<file path="src/core/fpm_map.vh">
`ifndef FPM_MAP_VH
`define FPM_MAP_VH
// menu items, in select order
`define FPM_ITEM_MSG     3'h0
`define FPM_ITEM_BRIGHT  3'h1
`define FPM_ITEM_ADDR    3'h2
`define FPM_ITEM_JUST    3'h3
`define FPM_ITEM_ERROR   3'h4
`define FPM_ITEM_MODE    3'h5
`define FPM_ITEM_RESTORE 3'h6
`define FPM_ITEM_LAST    3'h6
`define FPM_ITEM_FIRST_DYN 3'h3
// display sources
`define FPM_SHOW_STATIC  3'h0
`define FPM_SHOW_DYNAMIC 3'h1
`define FPM_SHOW_WAIT    3'h2
`define FPM_SHOW_LOSS    3'h3
`define FPM_SHOW_BLOCK   3'h4
`define FPM_SHOW_MENU    3'h5
// justification codes: 0, L, C, R
`define FPM_JUST_NONE    2'h0
// error settings
`define FPM_ERR_TEXT     2'h0
`define FPM_ERR_BLOCK    2'h1
`define FPM_ERR_STATIC   2'h2
`define FPM_ERR_KEEP     2'h3
// factory restore defaults
`define FPM_DEF_ADDR     7'h00
`define FPM_DEF_SIDE     1'h0
`define FPM_DEF_JUST     2'h0
`define FPM_DEF_ERR      2'h0
`define FPM_DEF_MODE     1'h1
`define FPM_ADDR_MAX     7'h7D
`define FPM_MSG_LEN      4'h8
`define FPM_CLK_HZ       20000000
`define FPM_DEBOUNCE_MS  20
`define FPM_DEBOUNCE_CYC ((`FPM_CLK_HZ / 1000) * `FPM_DEBOUNCE_MS)
`define FPM_LOSS_MS      2000
`define FPM_LOSS_CYC     ((`FPM_CLK_HZ / 1000) * `FPM_LOSS_MS)
`endif

</file>
<file path="src/core/fpm_debounce.v">
`timescale 1ns/1ps
`include "fpm_map.vh"
module fpm_debounce #(
  parameter integer STABLE_CYC = `FPM_DEBOUNCE_CYC
) (
  // clock and reset
  input  wire sys_clk,
  input  wire rst,
  // button
  input  wire btn_raw,
  output reg  press_q
);
  reg        s1_q;
  reg        s2_q;
  reg        level_q;
  reg [31:0] cnt_q;
  // two-flop synchroniser, then require a stable level
  always @(posedge sys_clk) begin
    if (rst) begin
      s1_q    <= 1'b0;
      s2_q    <= 1'b0;
      level_q <= 1'b0;
      cnt_q   <= 32'h0;
      press_q <= 1'b0;
    end else begin
      s1_q    <= btn_raw;
      s2_q    <= s1_q;
      press_q <= 1'b0;
      if (s2_q == level_q) begin
        cnt_q <= 32'h0;
      end else if (cnt_q >= STABLE_CYC - 1) begin
        cnt_q   <= 32'h0;
        level_q <= s2_q;
        press_q <= s2_q;
      end else begin
        cnt_q <= cnt_q + 32'h1;
      end
    end
  end
endmodule // fpm_debounce

</file>
<file path="src/core/fpm_link_watch.v">
`timescale 1ns/1ps
`include "fpm_map.vh"
module fpm_link_watch #(
  parameter integer LOSS_CYC = `FPM_LOSS_CYC
) (
  // clock and reset
  input  wire sys_clk,
  input  wire rst,
  // traffic
  input  wire frame_ok,
  output reg  loss_q
);
  reg [31:0] idle_q;
  // loss only after a full quiet period; any good frame clears it
  always @(posedge sys_clk) begin
    if (rst) begin
      idle_q <= 32'h0;
      loss_q <= 1'b0;
    end else if (frame_ok) begin
      idle_q <= 32'h0;
      loss_q <= 1'b0;
    end else if (idle_q >= LOSS_CYC - 1) begin
      loss_q <= 1'b1;
    end else begin
      idle_q <= idle_q + 32'h1;
    end
  end
endmodule // fpm_link_watch

</file>
<file path="src/core/fpm_menu.v">
`timescale 1ns/1ps
`include "fpm_map.vh"
// Summary of operation
// - lower button steps through seven items
// - start static, go dynamic on valid frame
// - dynamic mode offers only last four items
// - upper edits, lower alters, upper stores
// - dynamic save shows waiting until addressed
// - message editing only in mode 0
// - per-character cursor edit, eight characters
// - brightness editable only static, live display
// - lower changes brightness, upper press saves
// - address edited digit by digit
// - address accepted only 000 to 125
// - waiting persists until own address arrives
// - justification applies only to serial text
// - link loss shown per error setting
// - mode 0 ignores serial message and tally
// - mode 1 accepts serial message and tally
// - mode 0 buttons create messages regardless
// - factory restore sets documented defaults
// - restore item offers No, then Yes
// - restore applies after power cycle only
module fpm_menu #(
  parameter integer DEBOUNCE_CYC = `FPM_DEBOUNCE_CYC,
  parameter integer LOSS_CYC     = `FPM_LOSS_CYC,
  parameter integer BRIGHT_W     = 3
) (
  // clock and reset
  input  wire                sys_clk,
  input  wire                rst,
  // power-up marker: high for the first cycles after power is applied
  input  wire                power_up,
  // buttons
  input  wire                btn_select,
  input  wire                btn_change,
  // serial receiver results
  input  wire                rx_valid,
  input  wire [6:0]          rx_addr,
  input  wire                rx_tally_l,
  input  wire                rx_tally_r,
  input  wire [BRIGHT_W-1:0] rx_bright,
  // display state
  output reg  [2:0]          show_src_q,
  output reg  [2:0]          menu_item_q,
  output reg                 edit_q,
  output reg  [3:0]          cursor_q,
  output reg  [7:0]          edit_char_q,
  output reg  [BRIGHT_W-1:0] bright_q,
  output reg                 tally_l_q,
  output reg                 tally_r_q,
  output reg                 msg_we_q,
  output reg  [2:0]          msg_wa_q,
  output reg  [7:0]          msg_wd_q,
  // configuration
  output reg  [6:0]          addr_q,
  output reg  [1:0]          just_q,
  output reg  [1:0]          err_q,
  output reg                 mode_q,
  output reg                 side_q,
  output reg                 dynamic_q,
  output reg                 restore_pend_q,
  output reg                 loss_q
);
  wire       sel_p;
  wire       chg_p;
  wire       link_loss;
  reg  [BRIGHT_W-1:0] bright_cfg_q;
  reg  [BRIGHT_W-1:0] bright_rx_q;
  reg  [3:0] dig_q [0:2];
  reg        restore_yes_q;
  reg        waiting_q;
  reg        dyn_msg_q;
  reg  [2:0] next_item;
  reg  [9:0] addr_sum;

  fpm_debounce #(.STABLE_CYC(DEBOUNCE_CYC)) u_db_sel (
    .sys_clk (sys_clk),
    .rst     (rst),
    .btn_raw (btn_select),
    .press_q (sel_p)
  );
  fpm_debounce #(.STABLE_CYC(DEBOUNCE_CYC)) u_db_chg (
    .sys_clk (sys_clk),
    .rst     (rst),
    .btn_raw (btn_change),
    .press_q (chg_p)
  );
  fpm_link_watch #(.LOSS_CYC(LOSS_CYC)) u_watch (
    .sys_clk  (sys_clk),
    .rst      (rst),
    .frame_ok (rx_valid & mode_q),
    .loss_q   (link_loss)
  );

  // item sequence; dynamic mode skips the message, brightness and address items
  always @* begin
    if (menu_item_q >= `FPM_ITEM_LAST)
      next_item = dynamic_q ? `FPM_ITEM_FIRST_DYN : `FPM_ITEM_MSG;
    // a frame can arrive while a static-only item is shown
    else if (dynamic_q && menu_item_q < `FPM_ITEM_FIRST_DYN)
      next_item = `FPM_ITEM_FIRST_DYN;
    else
      next_item = menu_item_q + 3'h1;
    addr_sum = {6'h00, dig_q[0]} * 10'd100 + {6'h00, dig_q[1]} * 10'd10
             + {6'h00, dig_q[2]};
  end

  always @(posedge sys_clk) begin
    if (rst) begin
      menu_item_q   <= `FPM_ITEM_MSG;
      edit_q        <= 1'b0;
      cursor_q      <= 4'h0;
      edit_char_q   <= 8'h20;
      msg_we_q      <= 1'b0;
      msg_wa_q      <= 3'h0;
      msg_wd_q      <= 8'h00;
      bright_cfg_q  <= {BRIGHT_W{1'b0}};
      bright_rx_q   <= {BRIGHT_W{1'b0}};
      dig_q[0]      <= 4'h0;
      dig_q[1]      <= 4'h0;
      dig_q[2]      <= 4'h0;
      restore_yes_q <= 1'b0;
      waiting_q     <= 1'b0;
      dyn_msg_q     <= 1'b0;
      tally_l_q     <= 1'b0;
      tally_r_q     <= 1'b0;
      addr_q        <= `FPM_DEF_ADDR;
      just_q        <= `FPM_DEF_JUST;
      err_q         <= `FPM_DEF_ERR;
      mode_q        <= `FPM_DEF_MODE;
      side_q        <= `FPM_DEF_SIDE;
      dynamic_q     <= 1'b0;
      restore_pend_q <= 1'b0;
      loss_q        <= 1'b0;
    end else begin
      msg_we_q <= 1'b0;
      loss_q   <= link_loss & dynamic_q;
      // pending restore is applied only at the next power-up
      if (power_up && restore_pend_q) begin
        addr_q   <= `FPM_DEF_ADDR;
        just_q   <= `FPM_DEF_JUST;
        err_q    <= `FPM_DEF_ERR;
        mode_q   <= `FPM_DEF_MODE;
        side_q   <= `FPM_DEF_SIDE;
        restore_pend_q <= 1'b0;
      end
      // serial intake only in mode 1
      if (rx_valid && mode_q) begin
        dynamic_q   <= 1'b1;
        bright_rx_q <= rx_bright;
        if (rx_addr == addr_q) begin
          waiting_q <= 1'b0;
          dyn_msg_q <= 1'b1;
          tally_l_q <= rx_tally_l;
          tally_r_q <= rx_tally_r;
        end
      end
      if (!edit_q) begin
        if (sel_p) begin
          menu_item_q <= next_item;
        end else if (chg_p) begin
          case (menu_item_q)
            `FPM_ITEM_MSG: begin
              if (!mode_q) begin
                edit_q   <= 1'b1;
                cursor_q <= 4'h0;
              end
            end
            `FPM_ITEM_BRIGHT: edit_q <= !dynamic_q;
            `FPM_ITEM_ADDR: begin
              edit_q   <= 1'b1;
              cursor_q <= 4'h0;
            end
            `FPM_ITEM_RESTORE: begin
              edit_q        <= 1'b1;
              restore_yes_q <= 1'b0;
            end
            default: edit_q <= 1'b1;
          endcase
        end
      end else begin
        case (menu_item_q)
          `FPM_ITEM_MSG: begin
            if (sel_p)
              edit_char_q <= edit_char_q + 8'h01;
            else if (chg_p) begin
              msg_we_q <= 1'b1;
              msg_wa_q <= cursor_q[2:0];
              msg_wd_q <= edit_char_q;
              if (cursor_q == `FPM_MSG_LEN - 4'h1)
                edit_q <= 1'b0;
              else
                cursor_q <= cursor_q + 4'h1;
            end
          end
          `FPM_ITEM_BRIGHT: begin
            if (sel_p)
              bright_cfg_q <= bright_cfg_q + {{(BRIGHT_W-1){1'b0}}, 1'b1};
            else if (chg_p)
              edit_q <= 1'b0;
          end
          `FPM_ITEM_ADDR: begin
            if (sel_p)
              dig_q[cursor_q[1:0]] <= (dig_q[cursor_q[1:0]] == 4'h9) ?
                                      4'h0 : dig_q[cursor_q[1:0]] + 4'h1;
            else if (chg_p) begin
              if (cursor_q == 4'h2) begin
                cursor_q <= 4'h0;
                // an out-of-range entry stays in edit for correction
                if (addr_sum <= {3'h0, `FPM_ADDR_MAX}) begin
                  addr_q    <= addr_sum[6:0];
                  edit_q    <= 1'b0;
                  waiting_q <= dynamic_q;
                  dyn_msg_q <= 1'b0;
                end
              end else
                cursor_q <= cursor_q + 4'h1;
            end
          end
          `FPM_ITEM_RESTORE: begin
            if (sel_p)
              restore_yes_q <= 1'b1;
            else if (chg_p) begin
              edit_q <= 1'b0;
              if (restore_yes_q)
                restore_pend_q <= 1'b1;
            end
          end
          default: begin
            if (sel_p) begin
              if (menu_item_q == `FPM_ITEM_JUST)
                just_q <= just_q + 2'h1;
              else if (menu_item_q == `FPM_ITEM_ERROR)
                err_q <= err_q + 2'h1;
              else
                mode_q <= ~mode_q;
            end else if (chg_p) begin
              edit_q    <= 1'b0;
              waiting_q <= dynamic_q;
              dyn_msg_q <= 1'b0;
            end
          end
        endcase
      end
    end
  end

  // display source and live brightness
  always @(posedge sys_clk) begin
    if (rst) begin
      show_src_q <= `FPM_SHOW_STATIC;
      bright_q   <= {BRIGHT_W{1'b0}};
    end else begin
      bright_q <= dynamic_q ? bright_rx_q : bright_cfg_q;
      if (edit_q)
        show_src_q <= `FPM_SHOW_MENU;
      else if (!dynamic_q || !mode_q)
        show_src_q <= `FPM_SHOW_STATIC;
      else if (link_loss) begin
        case (err_q)
          `FPM_ERR_TEXT:   show_src_q <= `FPM_SHOW_LOSS;
          `FPM_ERR_BLOCK:  show_src_q <= `FPM_SHOW_BLOCK;
          `FPM_ERR_STATIC: show_src_q <= `FPM_SHOW_STATIC;
          default:         show_src_q <= dyn_msg_q ?
                             `FPM_SHOW_DYNAMIC : `FPM_SHOW_WAIT;
        endcase
      end else if (waiting_q || !dyn_msg_q)
        show_src_q <= `FPM_SHOW_WAIT;
      else
        show_src_q <= `FPM_SHOW_DYNAMIC;
    end
  end
endmodule // fpm_menu

</file>
<file path="config.mk">
export PLATFORM = sky130hd
export DESIGN_NAME = fpm_menu
export DESIGN_NICKNAME = d
export VERILOG_FILES = /design/src/core/fpm_debounce.v /design/src/core/fpm_link_watch.v /design/src/core/fpm_menu.v
export VERILOG_INCLUDE_DIRS = /design/src /design/src/core
export SDC_FILE = /design/constraint.sdc
export NUM_CORES = 1
export LEC_CHECK = 0
export BUFFER_PORTS_ARGS = -buffer_cell sky130_fd_sc_hd__buf_2
export CAP_MARGIN = 20
export CORE_UTILIZATION = 30
export DETAILED_ROUTE_END_ITERATION = 16
export SYNTH_ARGS = -nofsm -noshare
export SYNTH_HDL_FRONTEND = slang
export SYNTH_SLANG_ARGS = --single-unit
</file>
<file path="constraint.sdc">
create_clock -name sys_clk -period 5.2 [get_ports sys_clk]
set_input_delay 0.26 -clock sys_clk [delete_from_list [all_inputs] [get_ports sys_clk]]
set_output_delay 0.26 -clock sys_clk [all_outputs]
set_load 0.1 [all_outputs]
</file>
# [After elaboration in Yosys (flattened, before gate mapping)]
# Memory sizes are Yosys's and may differ from the RTL's. A register that Yosys moved wholly into a read port is not among the register bits.
# Index checks and enable logic that the tools add are counted.
[op_classes] addsub=12 n_mul=2 magnitude_cmp=6 n_eq_ne=21 muxes=107 bitwise_logic=10 n_reduce_logical=31
[ops] operator="$add 32x1->32 const B" n=3
[ops] operator="$ge 32x19->1 const B" n=2
[ops] operator="$mux 1" n=58
[ops] operator="$mux 7" n=7
[ops] operator="$mux 4" n=12
[ops] operator="$mux 2" n=17
[ops] operator="$ge 32x26->1 const B" n=1
[ops] operator="$mux 3" n=6
[ops] operator="$reduce_or 3->1" n=6
[ops] operator="$pmux 4 s2" n=2
[ops] operator="$reduce_or 4->1" n=3
[ops] operator="$add 10x4->10" n=1
[ops] operator="$add 10x8->10" n=1
[ops] operator="$le 10x7->1 const B" n=1
[ops] operator="$pmux 3 s3" n=1
[ops] operator="$reduce_and 9->1" n=1
[ops] operator="$add 4x1->4 const B" n=2
[ops] operator="$add 8x1->8 const B" n=1
[ops] operator="$mul 4x5->8 const B" n=1
[ops] operator="$not 1->1" n=8
[ops] operator="$pmux 1 s2" n=4
[ops] operator="$reduce_and 2->1" n=4
[ops] operator="$reduce_and 4->1" n=2
[ops] operator="$eq 7x7->1" n=1
[ops] operator="other kinds (26)" n=44
[word_totals] register_bits=165 ramBits=12 inputBits=18 out_inout_bits=52 wordCells=226 mem_count=1
[mem_list] memory="dig_q" depth=3 width=4 rd=4 rd_clocked_by_memory_dff=1 wr=3 line_no="fpm_menu.v:70" rtl="reg [3:0] dig_q [0:2];"

# [Logic depth before layout (Yosys ltp)]
# An unclocked memory read counts as a cell.
[depth] ltp_word=11 depth_mapped=14 ltp_nobuf=13

# [Modules after synthesis]
# A second synthesis with hierarchy kept.
[hier_totals] cells_unflattened=967 area_unflattened_um2=8707.1
[modules_own_cells] mod="fpm_menu" instances=1 cells_each=502 area_per_inst_um2=4420.5 seq_area_each_um2=1721.7
[modules_own_cells] mod="fpm_debounce" instances=2 cells_each=134 area_per_inst_um2=1331.3 seq_area_each_um2=720.7
[modules_own_cells] mod="fpm_link_watch" instances=1 cells_each=197 area_per_inst_um2=1624.1 seq_area_each_um2=660.6

# [Worst setup path after synthesis]
# Ideal clock, no wire load.
[synth_timing] kind="register to register" startpoint="memory dig_q[1][1]" endpoint="register addr_q[5]" arrival_time_ns=3.532 required_time_ns=5.129 slack_ns=1.597 stages_incl_launch_ff=14 synth_period_minus_slack_ns=3.603 cell_sequence="edfxtp_1 -> ha_1 -> ha_1 -> fa_1 -> xor2_1 -> ha_1 -> ha_1 -> buf_2 -> nor2_1 -> a22o_1 -> a211oi_2 -> o2111ai_2 -> or4_1 -> a21oi_1"
[synth_rtl] element="start, declared" line_no="fpm_menu.v:70"
[synth_rtl] element="end signal, assigned" line_no="fpm_menu.v:128" rtl="addr_q <= `FPM_DEF_ADDR;"
[synth_rtl] element="end signal, assigned" line_no="fpm_menu.v:141" rtl="addr_q <= `FPM_DEF_ADDR;"
[synth_rtl] element="end signal, assigned" line_no="fpm_menu.v:212" rtl="addr_q <= addr_sum[6:0];"
[synth_rtl] element="end, declared" line_no="fpm_menu.v:56" rtl="output reg [6:0] addr_q,"

==> impl_metrics.json <==
{
  "run_status": "finished clean",
  "setup_viol_count_final": 0,
  "ys_types": 78,
  "ys.flop_type": "dfxtp_1",
  "fmax_mhz": 255,
  "port_buffers": 68,
  "fp.dieArea_sq_um": 29100,
  "period_share_pct": 75.4,
  "hold_path_class": "primary input to flop",
  "hold_violations": 0,
  "post_cts_buffers": 0,
  "wl_per_cell_um": 13.2,
  "ys_ff_latch": 183,
  "clk_path_buf_depth": 2,
  "clock-sinks": 183,
  "cts_resized": 0,
  "grt_max_degree": 39,
  "place_worst_setup_slack_ps": 1310,
  "grt_antenna_before_repair": 0,
  "path_clk_slew_ps": 70,
  "core_sq_um": 27900,
  "rows": 61,
  "die_w_um": 170,
  "worst_ep_required_time_ps": 5560,
  "tns_ps": 0,
  "worst_pin_slew_ps": 1000,
  "final_core_util_pct": 35.6,
  "dr.first_iter.drc_count": 359,
  "synth_edf_count": 16,
  "area_delta_synth_final_pct": 16.6,
  "worst_hold_slack_ps": 48.2,
  "worstSkewPairLatency_ps": 440,
  "most-common-layout-cells": "167 x dfxtp_1, 122 x nor2_1, 68 x buf_2",
  "cts_buffers": 17,
  "syn_inst": 909,
  "yosys_warnings": 0,
  "fin_skew_ps": 11.1,
  "grt_pass1_wl_mm": 29.6,
  "root_buffer": "clkbuf_16",
  "ant_nets": 0,
  "ir_worst_vdd_uv": 208,
  "synth-seq-area-share_pct": 44.9,
  "place_hpwl_mm": 13.4,
  "final_common_cell": "dfxtp_1",
  "drive_above_1_share_pct": 13.5,
  "cap_violations": 0,
  "crit_fanout": 9,
  "syn_area_sq_um": 8520,
  "viasPerCell": 4.70,
  "post-route-drc-count": 0,
  "routed-via-count": 6521,
  "async_reset_ff_share_pct": 0,
  "fin_nets": 1060,
  "cts_tree": "built",
  "synth_area_leaders": "dfxtp_1 39%, ha_1 5.9%, edfxtp_1 5.6%",
  "ioPinCount": 70,
  "cts_hold_buf": 0,
  "start_kind": "flop",
  "path_class": "flop to flop",
  "maxSlewViolCount": 0,
  "worstPathArrival_ps": 4280,
  "gp_congestion": 0.909,
  "start_util_pct": 30.6,
  "die_h_um": 170,
  "grt_use_total_pct": 12.9,
  "fin_cells": 1388,
  "htreeDepth": 4,
  "placedCellCount": 1355,
  "relSlewSlack_pct": 33.2,
  "synth_largest_area_cell": "dfxtp_1",
  "grt_overflow": 0,
  "diodes": 0,
  "grt_pass1_vias": 6008,
  "leakage_nw": 3.78,
  "finalWirelength_mm": 18.3,
  "firstDrtPassIters": 5,
  "fin_ws_ps": 1280,
  "period_needed_ps": 3920,
  "netlist.area_leader.share_pct": 39.3,
  "avgSynthCellArea_sq_um": 9.37,
  "rsz0062_at_grt": "false",
  "end_kind": "flop",
  "p_per_area_nw_per_um2": 294
}
[final timing paths]
| kind | start | to | slack (ps) | depth (start not counted) |
|---|---|---|---|---|
| worst max-delay path | dig_q[1][1] | addr_q[5] | 1280 | 12 |
| worst min-delay path | btn_change | u_db_chg.s1_q | 50 | 2 |
| worst max register to register | dig_q[1][1] | addr_q[5] | 1280 | 12 |
| worst min register to register | tally_l_q | tally_l_q | 450 | 2 |
[final cells by class]
type	instances	area, sq um
inverter	41	154
multi-input combinational	683	4500
clock inverter	14	155
fill	2817	17900
tap	378	473
clock buffer	18	439
sequential	183	3820
timing repair buffer	71	383
[logic make-up after synthesis]
kind of cell	synth area share [%]
AND/OR/NAND/NOR	22.9
flip-flops	44.9
AO/OA/AOI/OAI	11.5
buffers and inverters	3.38
XOR/XNOR	6.38
adder cells (fa/ha/maj)	7.05
multiplexers	3.79
other	0.0440
[flip-flops by register name, summed over array words and instances, names as in the netlist, 2 cells and up, named ones only]
register,count
u_db_chg.cnt_q,32
u_db_sel.cnt_q,32
u_watch.idle_q,32
dig_q,16
edit_char_q,8
msg_wd_q,8
addr_q,7
cursor_q,4
bright_cfg_q,3
bright_q,3
bright_rx_q,3
menu_item_q,3
msg_wa_q,3
show_src_q,3
err_q,2
just_q,2
[cells in the mapped netlist, drive strengths merged, types with 3 or more instances]
master,n
nor2,132
o31ai,5
and4,6
o21ai,38
xnor2,29
nand3b,3
or3,24
nor4,13
nand2,62
mux2i,21
o31a,3
ha,40
and2,9
inv,41
fa,5
nor3b,4
buf,11
mux4,4
nor2b,11
clkbuf,17
dfxtp,167
nor3,16
or4,8
a21oi,52
xor2,33
a31oi,5
and3,11
nand3,29
a211o,6
nand4,23
a211oi,3
nand2b,15
o211ai,8
a21o,5
edfxtp,16
[power breakdown]
| part | switching (W) | internal (W) | leakage [nW] |
|---|---|---|---|
| clock network | 0.000628 | 0.000659 | 0.292 |
| registers | 0.0000136 | 0.00144 | 1.52 |
| logic | 0.000119 | 0.0000616 | 1.97 |
| total | 0.000761 | 0.00216 | 3.78 |
[metrics by stage]
| stage | total power [W] | cell area (sq um) |
|---|---|---|
| global route | 0.00304 | 9930 |
| global placement | 0.00167 | 9310 |
| CTS | 0.00296 | 9900 |
| finish | 0.00292 | 9930 |
| detailed placement | 0.00167 | 9310 |
| floorplan | 0.00162 | 8610 |
[critical path: stages (launching register included)]
cell and delay (ps):
edfxtp_1 440, ha_1 330, ha_1 240, fa_1 400, xor2_1 150, ha_1 280, ha_1 440, nor2_1 70
a22o_1 240, a211oi_2 330, o2111ai_2 330, or4_1 470, a21oi_1 130
[layer usage]
layer	wire length, um	GRT usage [%]	up-vias
met5	0	0	-
met3	556	2.02	22
met2	8440	20.5	108
met1	8900	17.2	3035
li1	-	-	3356
met4	395	5.88	0
(Power assumes the default switching activity.)
